[src/dag_defines.svh]
`ifndef DAG_DEFINES_SVH
`define DAG_DEFINES_SVH
`define DAG_OFS_BREV 12'h000
`define DAG_OFS_STAT 12'h004
`define DAG_BREV_RST 16'h0000
`define DAG_BREV_EN_BIT 15
`define DAG_BREV_MOD_MSB 14
`define DAG_BREV_MOD_MIN 15'h0002
`define DAG_STAT_ACT_BIT 0
`define DAG_STAT_SELERR_BIT 1
`define DAG_STAT_FWR_BIT 2
`define DAG_STAT_FEA_LSB 16
`define DAG_STEP_WORD 16'h0002
`define DAG_STEP_BYTE 16'h0001
`define DAG_WREG_X0 4'h8
`define DAG_WREG_X1 4'h9
`define DAG_WREG_Y0 4'hA
`define DAG_WREG_Y1 4'hB
`define DAG_BE_WORD 2'h3
`define DAG_BE_LO 2'h1
`define DAG_BE_HI 2'h2
`endif

[src/dag_pkg.sv]
package dag_pkg;
  typedef enum logic [1:0] {
    DAG_PM_NONE = 2'h0,
    DAG_PM_INC = 2'h1,
    DAG_PM_DEC = 2'h3
  } dag_pm_e;
  typedef struct packed {
    logic brev_en;
    logic [14:0] brev_mod;
    logic [15:0] xr_ea;
    logic xr_en;
    logic xr_byte;
    logic xr_ok;
    logic [15:0] y_ea;
    logic y_en;
    logic y_ok;
    logic rd_valid;
    logic [15:0] x_rd_data;
    logic [15:0] y_rd_data;
    logic [15:0] xr_ptr_upd;
    logic [15:0] y_ptr_upd;
    logic xw_pend;
    logic [15:0] xw_ea;
    logic xw_byte;
    logic [15:0] xw_data;
    logic [15:0] xw_ptr_upd;
    logic x_wr_en;
    logic [15:0] x_wr_addr;
    logic [1:0] x_wr_be;
    logic [15:0] x_wr_data;
    logic trap;
    logic [15:0] fault_ea;
    logic fault_wr;
    logic sel_err;
    logic [31:0] prdata;
  } dag_state_s;
endpackage

[src/dag_agu.sv]
// Function
// [RQ1] Modifier field is one power of two, half the buffer words, 0x0002 to 0x4000.
// [RQ2] Enable bit set turns bit-reversed write addressing on, clear turns it off.
// [RQ3] Every generator forms any effective address over the full 64-Kbyte space.
// [RQ4] Reads beyond implemented memory return zeros; writes there change nothing.
// [RQ5] X read and X write generators are independent, separate buses and phases.
// [RQ6] All data writes travel over the X write bus only.
// [RQ7] X read address computed in prior cycle, presented at cycle start.
// [RQ8] X write address computed at cycle start, presented in the write phase.
// [RQ9] Modulo in X read and X write; bit reversal in X write only.
// [RQ10] Y generator serves dual-operand reads only, never writes.
// [RQ11] Y generator uses the same timing as the X read generator.
// [RQ12] Y generator offers only post-modify and modulo addressing.
// [RQ13] DSP reads use registers 8 and 9 for X, 10 and 11 for Y.
// [RQ14] DSP-class writes go over the X bus to any address.
// [RQ15] Non-DSP reads reach Y space through the X generator as one space.
// [RQ16] Word operations ignore address bit 0.
// [RQ17] Words are little-endian: low byte even address, high byte odd.
// [RQ18] Byte reads select by bit 0 and deliver on the low 8 bits.
// [RQ19] Word post-modify moves the pointer by 2.
// [RQ20] Odd word access traps; the read completes, the write is suppressed.
// [RQ21] Byte post-modify moves the pointer by 1.
//
// Chosen here: the address map and the APB slave port.
`timescale 1ns/1ps
`include "dag_defines.svh"
module dag_agu #(
  parameter logic [15:0] MEM_TOP = 16'h7FFF
) (
  // Clock and reset
  input wire logic clk,
  input wire logic rst_n,
  input wire logic ce,
  // APB slave
  input wire logic psel,
  input wire logic penable,
  input wire logic pwrite,
  input wire logic [11:0] paddr,
  input wire logic [31:0] pwdata,
  output logic [31:0] prdata,
  output logic pready,
  output logic pslverr,
  // Instruction cycle timing
  input wire logic cyc_start,
  input wire logic wr_phase,
  // X read request
  input wire logic xr_req,
  input wire logic xr_dsp,
  input wire logic [3:0] xr_wreg,
  input wire logic [15:0] xr_ptr,
  input wire logic xr_byte,
  input wire dag_pkg::dag_pm_e xr_pm,
  input wire logic xr_mod_en,
  // Y read request
  input wire logic y_req,
  input wire logic [3:0] y_wreg,
  input wire logic [15:0] y_ptr,
  input wire dag_pkg::dag_pm_e y_pm,
  input wire logic y_mod_en,
  // X write request
  input wire logic xw_req,
  input wire logic [15:0] xw_ptr,
  input wire logic xw_byte,
  input wire dag_pkg::dag_pm_e xw_pm,
  input wire logic xw_mod_en,
  input wire logic xw_brev,
  input wire logic [15:0] xw_data,
  // Modulo bounds
  input wire logic [15:0] x_mod_start,
  input wire logic [15:0] x_mod_end,
  input wire logic [15:0] y_mod_start,
  input wire logic [15:0] y_mod_end,
  // Memory buses
  output logic [15:0] x_rd_addr,
  output logic x_rd_en,
  input wire logic [15:0] x_mem_rdata,
  output logic [15:0] y_rd_addr,
  output logic y_rd_en,
  input wire logic [15:0] y_mem_rdata,
  output logic [15:0] x_wr_addr,
  output logic x_wr_en,
  output logic [1:0] x_wr_be,
  output logic [15:0] x_wr_data,
  // Results to the pipeline
  output logic [15:0] x_rd_data,
  output logic [15:0] y_rd_data,
  output logic rd_valid,
  output logic [15:0] xr_ptr_upd,
  output logic [15:0] y_ptr_upd,
  output logic [15:0] xw_ptr_upd,
  output logic addr_err_trap
);

  if (MEM_TOP[0] != 1'b1)
  begin : g_chk
    $error("MEM_TOP must be odd");
  end

  dag_pkg::dag_state_s s_q;
  dag_pkg::dag_state_s s_d;

  // Post-modify with optional modulo wrap
  function automatic logic [15:0] postmod(
    input logic [15:0] ptr,
    input dag_pkg::dag_pm_e pm,
    input logic byte_op,
    input logic mod_en,
    input logic [15:0] ms,
    input logic [15:0] me
  );
    logic [15:0] step;
    logic at_end;
    logic at_start;
    step = byte_op ? `DAG_STEP_BYTE : `DAG_STEP_WORD; // [RQ19] [RQ21]
    at_end = byte_op ? (ptr == me) : (ptr[15:1] == me[15:1]);
    at_start = ptr == ms;
    postmod = ptr;
    if (pm == dag_pkg::DAG_PM_INC)
      postmod = (mod_en && at_end) ? ms : ptr + step;
    else if (pm == dag_pkg::DAG_PM_DEC)
      postmod = (mod_en && at_start) ? (byte_op ? me : {me[15:1], 1'b0}) : ptr - step;
  endfunction

  // Bit-reversed carry add for the write pointer
  logic [15:0] brev_step;
  logic [15:0] ptr_rev;
  logic [15:0] step_rev;
  logic [15:0] rev_sum;
  logic [15:0] brev_next;
  logic brev_legal;
  logic brev_act;
  assign brev_step = {s_q.brev_mod, 1'b0};
  assign rev_sum = ptr_rev + step_rev;
  for (genvar i = 0; i < 16; i++)
  begin : g_rev
    assign ptr_rev[i] = xw_ptr[15 - i];
    assign step_rev[i] = brev_step[15 - i];
    assign brev_next[i] = rev_sum[15 - i];
  end
  // Only a single power of two from the smallest buffer upward is served
  assign brev_legal = (s_q.brev_mod >= `DAG_BREV_MOD_MIN)
    && ((s_q.brev_mod & (s_q.brev_mod - 15'h0001)) == 15'h0000); // [RQ1]
  assign brev_act = s_q.brev_en && brev_legal; // [RQ2]

  // Request qualification
  logic xr_sel_ok;
  logic y_sel_ok;
  logic apb_wr;
  logic apb_setup;
  logic map_brev;
  logic map_stat;
  assign xr_sel_ok = !xr_dsp || xr_wreg == `DAG_WREG_X0 || xr_wreg == `DAG_WREG_X1; // [RQ13] [RQ15]
  assign y_sel_ok = y_wreg == `DAG_WREG_Y0 || y_wreg == `DAG_WREG_Y1; // [RQ13]
  assign map_brev = paddr == `DAG_OFS_BREV;
  assign map_stat = paddr == `DAG_OFS_STAT;
  assign apb_setup = psel && !penable;
  assign apb_wr = psel && penable && pwrite && pready;
  assign pready = ce;
  assign pslverr = psel && penable && !map_brev && !map_stat;

  always_comb
  begin
    s_d = s_q;
    s_d.rd_valid = 1'b0;
    s_d.xr_en = 1'b0;
    s_d.y_en = 1'b0;
    s_d.x_wr_en = 1'b0;
    s_d.trap = 1'b0;
    // Registers
    if (apb_wr && map_brev)
    begin
      s_d.brev_en = pwdata[`DAG_BREV_EN_BIT]; // [RQ2]
      s_d.brev_mod = pwdata[`DAG_BREV_MOD_MSB:0]; // [RQ1]
    end
    if (apb_wr && map_stat && pwdata[`DAG_STAT_SELERR_BIT])
      s_d.sel_err = 1'b0;
    if (apb_setup)
    begin
      s_d.prdata = 32'h0000_0000;
      if (map_brev)
        s_d.prdata[15:0] = {s_q.brev_en, s_q.brev_mod};
      else if (map_stat)
      begin
        s_d.prdata[`DAG_STAT_ACT_BIT] = brev_act;
        s_d.prdata[`DAG_STAT_SELERR_BIT] = s_q.sel_err;
        s_d.prdata[`DAG_STAT_FWR_BIT] = s_q.fault_wr;
        s_d.prdata[31:`DAG_STAT_FEA_LSB] = s_q.fault_ea;
      end
    end
    // Read data return, one clock after the read bus cycle
    if (s_q.xr_en || s_q.y_en)
      s_d.rd_valid = 1'b1;
    if (s_q.xr_en)
    begin
      if (!s_q.xr_ok)
        s_d.x_rd_data = 16'h0000; // [RQ4]
      else if (s_q.xr_byte)
        s_d.x_rd_data = {8'h00, s_q.xr_ea[0] ? x_mem_rdata[15:8] : x_mem_rdata[7:0]}; // [RQ18] [RQ17]
      else
        s_d.x_rd_data = x_mem_rdata; // [RQ16]
    end
    if (s_q.y_en)
      s_d.y_rd_data = s_q.y_ok ? y_mem_rdata : 16'h0000; // [RQ4]
    // Read generators load at the cycle boundary from the prefetched decode
    if (cyc_start)
    begin
      if (xr_req && xr_sel_ok)
      begin
        s_d.xr_en = 1'b1; // [RQ7] [RQ5]
        s_d.xr_ea = xr_ptr; // [RQ3] [RQ15]
        s_d.xr_byte = xr_byte;
        s_d.xr_ok = xr_ptr <= MEM_TOP;
        s_d.xr_ptr_upd = postmod(xr_ptr, xr_pm, xr_byte, xr_mod_en, x_mod_start, x_mod_end); // [RQ9]
        if (!xr_byte && xr_ptr[0])
        begin
          s_d.trap = 1'b1; // [RQ20]
          s_d.fault_ea = xr_ptr;
          s_d.fault_wr = 1'b0;
        end
      end
      if (y_req && y_sel_ok)
      begin
        s_d.y_en = 1'b1; // [RQ11] [RQ10]
        s_d.y_ea = y_ptr; // [RQ3]
        s_d.y_ok = y_ptr <= MEM_TOP;
        s_d.y_ptr_upd = postmod(y_ptr, y_pm, 1'b0, y_mod_en, y_mod_start, y_mod_end); // [RQ12]
        if (y_ptr[0])
        begin
          s_d.trap = 1'b1; // [RQ20]
          s_d.fault_ea = y_ptr;
          s_d.fault_wr = 1'b0;
        end
      end
      if ((xr_req && !xr_sel_ok) || (y_req && !y_sel_ok))
        s_d.sel_err = 1'b1;
      // Write generator starts its calculation at the cycle start
      if (xw_req)
      begin
        s_d.xw_pend = 1'b1; // [RQ8] [RQ5]
        s_d.xw_ea = xw_ptr; // [RQ3] [RQ14]
        s_d.xw_byte = xw_byte;
        s_d.xw_data = xw_data;
        if (xw_brev && brev_act && !xw_byte && xw_pm == dag_pkg::DAG_PM_INC)
          s_d.xw_ptr_upd = brev_next; // [RQ9] [RQ1]
        else
          s_d.xw_ptr_upd = postmod(xw_ptr, xw_pm, xw_byte, xw_mod_en, x_mod_start, x_mod_end); // [RQ9]
      end
    end
    // Write bus cycle in the write phase
    if (wr_phase && s_q.xw_pend)
    begin
      // A request taken at this same edge stays pending for its own write phase
      s_d.xw_pend = cyc_start && xw_req;
      s_d.x_wr_addr = {s_q.xw_ea[15:1], s_q.xw_byte & s_q.xw_ea[0]};
      if (!s_q.xw_byte && s_q.xw_ea[0])
      begin
        s_d.trap = 1'b1; // [RQ20]
        s_d.fault_ea = s_q.xw_ea;
        s_d.fault_wr = 1'b1;
      end
      else if (s_q.xw_ea <= MEM_TOP)
      begin
        s_d.x_wr_en = 1'b1; // [RQ6] [RQ4]
        if (!s_q.xw_byte)
        begin
          s_d.x_wr_be = `DAG_BE_WORD;
          s_d.x_wr_data = s_q.xw_data;
        end
        else if (s_q.xw_ea[0])
        begin
          s_d.x_wr_be = `DAG_BE_HI; // [RQ17]
          s_d.x_wr_data = {s_q.xw_data[7:0], 8'h00};
        end
        else
        begin
          s_d.x_wr_be = `DAG_BE_LO; // [RQ17]
          s_d.x_wr_data = {8'h00, s_q.xw_data[7:0]};
        end
      end
    end
    if (!ce)
      s_d = s_q;
  end

  always_ff @(posedge clk or negedge rst_n)
  begin
    if (!rst_n)
    begin
      s_q <= '0;
      s_q.brev_en <= 1'(`DAG_BREV_RST >> `DAG_BREV_EN_BIT);
    end
    else
      s_q <= s_d;
  end

  assign prdata = s_q.prdata;
  // Word addresses on the read buses drop bit 0
  assign x_rd_addr = {s_q.xr_ea[15:1], s_q.xr_byte & s_q.xr_ea[0]}; // [RQ16]
  assign x_rd_en = s_q.xr_en && s_q.xr_ok; // [RQ4]
  assign y_rd_addr = {s_q.y_ea[15:1], 1'b0}; // [RQ16]
  assign y_rd_en = s_q.y_en && s_q.y_ok;
  assign x_wr_addr = s_q.x_wr_addr;
  assign x_wr_en = s_q.x_wr_en;
  assign x_wr_be = s_q.x_wr_be;
  assign x_wr_data = s_q.x_wr_data;
  assign x_rd_data = s_q.x_rd_data;
  assign y_rd_data = s_q.y_rd_data;
  assign rd_valid = s_q.rd_valid;
  assign xr_ptr_upd = s_q.xr_ptr_upd;
  assign y_ptr_upd = s_q.y_ptr_upd;
  assign xw_ptr_upd = s_q.xw_ptr_upd;
  assign addr_err_trap = s_q.trap;
endmodule

[config.mk]
export PLATFORM = sky130hd
export DESIGN_NAME = dag_agu
export DESIGN_NICKNAME = d
export VERILOG_FILES = /design/src/dag_pkg.sv /design/src/dag_agu.sv
export VERILOG_INCLUDE_DIRS = /design/src
export SDC_FILE = /design/constraint.sdc
export NUM_CORES = 1
export LEC_CHECK = 0
export ABC_AREA = 1
export BUFFER_PORTS_ARGS = -buffer_cell sky130_fd_sc_hd__buf_2
export CORE_MARGIN = 5
export CORE_UTILIZATION = 60
export DETAILED_ROUTE_END_ITERATION = 16
export PLACE_DENSITY = 0.89
export SYNTH_ARGS = -nofsm -noshare
export SYNTH_HDL_FRONTEND = slang
export SYNTH_SLANG_ARGS = --single-unit
[constraint.sdc]
create_clock -name clk -period 2.9 [get_ports clk]
set_input_delay 0.58 -clock clk [delete_from_list [all_inputs] [get_ports clk]]
set_output_delay 0.58 -clock clk [all_outputs]
set_load 0.05 [all_outputs]
# Word-level counts from Yosys, hierarchy flattened

Index checks and enable logic that the tools add are counted.

Bits in registers: 254
Latch bits: 0
Bits in writable memories: 0
Bits in read-only memories: 0
Logic and storage cells: 171
Memories kept: 0

$add $sub $neg: 8
Multiply operators: 0
Div/mod/pow operators: 0
Magnitude comparators: 4
Equality and inequality tests: 19
Shifts and indexed selects: 0
Muxes and demuxes: 50
Bitwise operators: 4
Reduce and logical (&&, ||, !) cells: 58

Operators with widths:

| operator                | count |
|---|---|
| $mux W16                | 18 |
| $mux W18                | 10 |
| $mux W50                | 2 |
| $eq A16 B16 Y1          | 5 |
| $mux W53                | 1 |
| $le A16 B15 Y1 const B  | 3 |
| $eq A15 B15 Y1          | 3 |
| $add A16 B2 Y16         | 2 |
| $sub A16 B2 Y16         | 2 |
| $logic_and A1 B1 Y1     | 30 |
| $mux W21                | 1 |
| $mux W19                | 1 |
| $add A16 B15 Y16        | 1 |
| $add A16 B2 Y16 const B | 1 |
| $eq A4 B4 Y1 const B    | 4 |
| $sub A16 B2 Y16 const B | 1 |
| $and A15 B15 Y15        | 1 |
| $ge A15 B2 Y1 const B   | 1 |
| $logic_not A15 Y1       | 1 |
| $sub A15 B1 Y15 const B | 1 |
| $mux W13                | 1 |
| $eq A12 B3 Y1 const B   | 1 |
| $logic_not A12 Y1       | 1 |
| $reduce_and A3 Y1       | 4 |
| other kinds (13)        | 47 |

# Logic depth before layout (Yosys ltp)

Depth in word-level cells: 12
Gate-level depth with buffers: 17

# Least setup slack after synthesis

No wires, ideal clock.

Path kind: input -> output
From: input paddr[5]
To: output pslverr
Data arrival time: 1,790 ps
Data required time: 2,320 ps
Path slack: 530 ps
Stages on the path: 6
Path buffers: 1
Cells stage by stage: or2_2 > nor4_2 > nand2_1 > clkbuf_1 > nand4_1 > inv_1

Longest elaborated chain between the ends: 4

Ends and longest elaborated chain:

| what                        | RTL line       | text |
|---|---|---|
| from (decl)                 | dag_agu.sv:38  | `input wire logic [11:0] paddr,` |
| $logic_not A12 Y1 (no line) | n/a            |  |
| $logic_not A1 Y1            | dag_agu.sv:159 | `assign pslverr = psel && penable && !map_brev && !map_stat;` |
| $logic_and A1 B1 Y1         | dag_agu.sv:159 |  |
| $logic_and A1 B1 Y1 *       | dag_agu.sv:159 |  |
| to (decl)                   | dag_agu.sv:42  | `output logic pslverr,` |

Every way passes the cells marked *; elsewhere a longest branch is shown, timed or not.

# Worst setup path after layout

Same ends and word-level chain as after synthesis.

==> metrics.yaml <==
final_common_cell: "nand2_1"
clock_sinks: 253
ys_seq_area_frac: 0.340
fmax_ghz: 0.399
yosys_register_bits: 253
dp_hpwl_mm: 54.7
place_congestion: 1.02
slew_headroom: 0.137
rsz0062_at_grt: "false"
yosysWarnings: 0
grt_usage: 0.388
clock_tree.root_cell: "clkbuf_16"
insertion_delay_ns: 0.56
pre_cts_slack_ns: 0.175
setup_slack_ns: 0.393
crit_type: "input pin to primary output"
crit_path_start_kind: "input pin"
mostFrequentLayoutCells: "716 x nand2_1, 399 x buf_2, 260 x nor2_1, 253 x dfrtp_1, 231 x inv_1"
cts.htree.levels: 1
die_h_um: 186
avgSynthCellArea_um2: 6.93
synth_fp_nets: 2954
fill_cells: 2709
hold_class: "input pin to flip-flop"
fin_crit_sh: 0.865
drtIter0Drc: 2082
synth_area_um2: 18600
hold_buffers: 1
clkTransAtPathRegs_ns: 0.06
power.density_nw_per_um2: 616
numPortBuffers: 400
worst_pin_slew_ns: 1.29
setup_viol: 0
maxSlewViolCount: 0
cts_made_buffers: 27
path_max_fanout: 9
whs_ns: 0.237
required_ns: 2.32
cp.arrival_ns: 1.93
dr.pass1.iters: 9
tritoncts: "done"
start_util: 0.609
syn2layout_area_growth_pct: 11.0
period_needed_ns: 2.51
final_nets: 3154
netlist_instances: 2687
rows: 64
dieArea_um2: 34700
wl_mm: 70.0
wl_per_cell_um: 21.2
io_pins: 421
cp-end-kind: "primary output"
drive_above_1_share: 0.206
p_leak_nw: 11.0
grt_pass1_wl_mm: 105
final.setup.tns_ns: 0
drc_errors: 0
maxCapViolCount: 0
synth_cell_types: 52
postRouteAntennaNets: 0
antenna_found_initial: 12
coreArea_um2: 30600
vias_per_cell: 5.98
hold_viol_final: 0
overflow: 0
grt_max_degree: 65
status: "finished, final reports clean"
num_vias: 19800
skew_ns: 0.0140
clock_path_buffers: 3
grt_pass1_vias: 18500
cts.repair.resized: 0
irDropWorstVdd_mv: 0.539
fin_util: 0.676
die_x_um: 186
post-cts-setup-buffer-count: 0
## registers in the layout (all words and copies together), names as in the netlist
signal	cells
addr_err_trap	1
brev_step	15
prdata	32
rd_valid	1
s_q	59
x_rd_addr	15
x_rd_data	16
x_wr_addr	16
x_wr_be	2
x_wr_data	16
x_wr_en	1
xr_ptr_upd	16
xw_ptr_upd	16
y_ptr_upd	16
y_rd_addr	15
y_rd_data	16
## critical path: stages
cell and delay, ns:
buf_2 0.09, or2_2 0.29, nor4_2 0.29, nand2_1 0.29, nand4_1 0.14, inv_1 0.04
buf_2 0.20
## synthesized netlist by cell type, drive strengths merged
library cell	number	share of area
a211oi	1	0.00040
a21boi	7	0.0030
a21oi	94	0.025
a22o	14	0.0066
a31oi	2	0.00067
a32o	25	0.013
buf	237	0.091
clkbuf	57	0.012
clkinv	4	0.00081
conb	1	0.00020
dfrtp	253	0.34
fa	5	0.0054
ha	26	0.017
inv	264	0.053
mux2	4	0.0024
nand2	720	0.15
nand3	221	0.060
nand3b	7	0.0028
nand4	57	0.019
nor2	271	0.058
nor3	25	0.0079
nor3b	2	0.00081
nor4	4	0.0025
o2111ai	3	0.0014
o211ai	25	0.011
o21ai	204	0.055
o21bai	1	0.00040
o22ai	20	0.0067
o311ai	1	0.00047
o31ai	12	0.0048
or2	27	0.0091
xnor2	20	0.0094
xor2	73	0.034
## path summary, 6_finish.rpt
check                                          startpoint                         to  slack (ns)  cells past startpoint
worst min register to register  x_wr_addr[13]$_DFFE_PN0P_  x_wr_addr[13]$_DFFE_PN0P_        0.47                      2
max in group asynchronous                           rst_n       s_q[110]$_DFFE_PN0P_        1.49                      3
worst min-delay path                           xw_data[6]       s_q[108]$_DFFE_PN0P_        0.24                      3
worst max register to register  brev_step[14]$_DFFE_PN0P_  xw_ptr_upd[1]$_DFFE_PN0P_        0.41                     13
worst max-delay path                             paddr[5]                    pslverr        0.39                      7
min in group asynchronous                           rst_n   y_ptr_upd[7]$_DFFE_PN0P_        0.57                      2
## area by class of cell
class                      instances  area (µm²)  share of cell area
antenna                            8        20.0            0.000968
clock buffer                      34         752              0.0364
clock inverter                    14         146             0.00708
inverter                         268        1010              0.0486
multi-input combinational       1872        9390               0.454
sequential                       253        6330               0.306
tap                              396         495              0.0240
timing repair buffer             465        2540               0.123
## per-layer routing
| layer | routed length (µm) | vias to the layer above | track usage | share of wire |
|---|---|---|---|---|
| met5 | 42 | - | 0 | 0.00060 |
| met4 | 3730 | 6 | 0.172 | 0.053 |
| met3 | 7360 | 264 | 0.0725 | 0.11 |
| met2 | 31400 | 1299 | 0.614 | 0.45 |
| met1 | 27500 | 9264 | 0.523 | 0.39 |
| li1 | - | 8974 | - | - |
## cell families after synthesis
group	share of synthesized area
XOR/XNOR	0.0437
adder cells (fa/ha/maj)	0.0228
AO/OA/AOI/OAI	0.129
AND/OR/NAND/NOR	0.306
flip-flops	0.340
multiplexers	0.00242
other	0.000201
buffers and inverters	0.156
## where the power goes
part	leakage, nW	internal [W]	total [W]	switching [W]
Sequential	3.19	0.00417	0.00461	0.000441
Clock	0.441	0.00202	0.00351	0.00149
Combinational	7.41	0.00114	0.00462	0.00348
## metrics by stage
| step | cells | area, µm² | power [W] |
|---|---|---|---|
| global placement | 3253 | 19800 | 0.00912 |
| CTS | 3302 | 20700 | 0.0127 |
| detailed placement | 3253 | 19800 | 0.00921 |
| global route | 3308 | 20700 | 0.0133 |
| finish | 3310 | 20700 | 0.0127 |
| floorplan | 2687 | 18600 | 0.00843 |
Power figures use the tool's default switching activity.
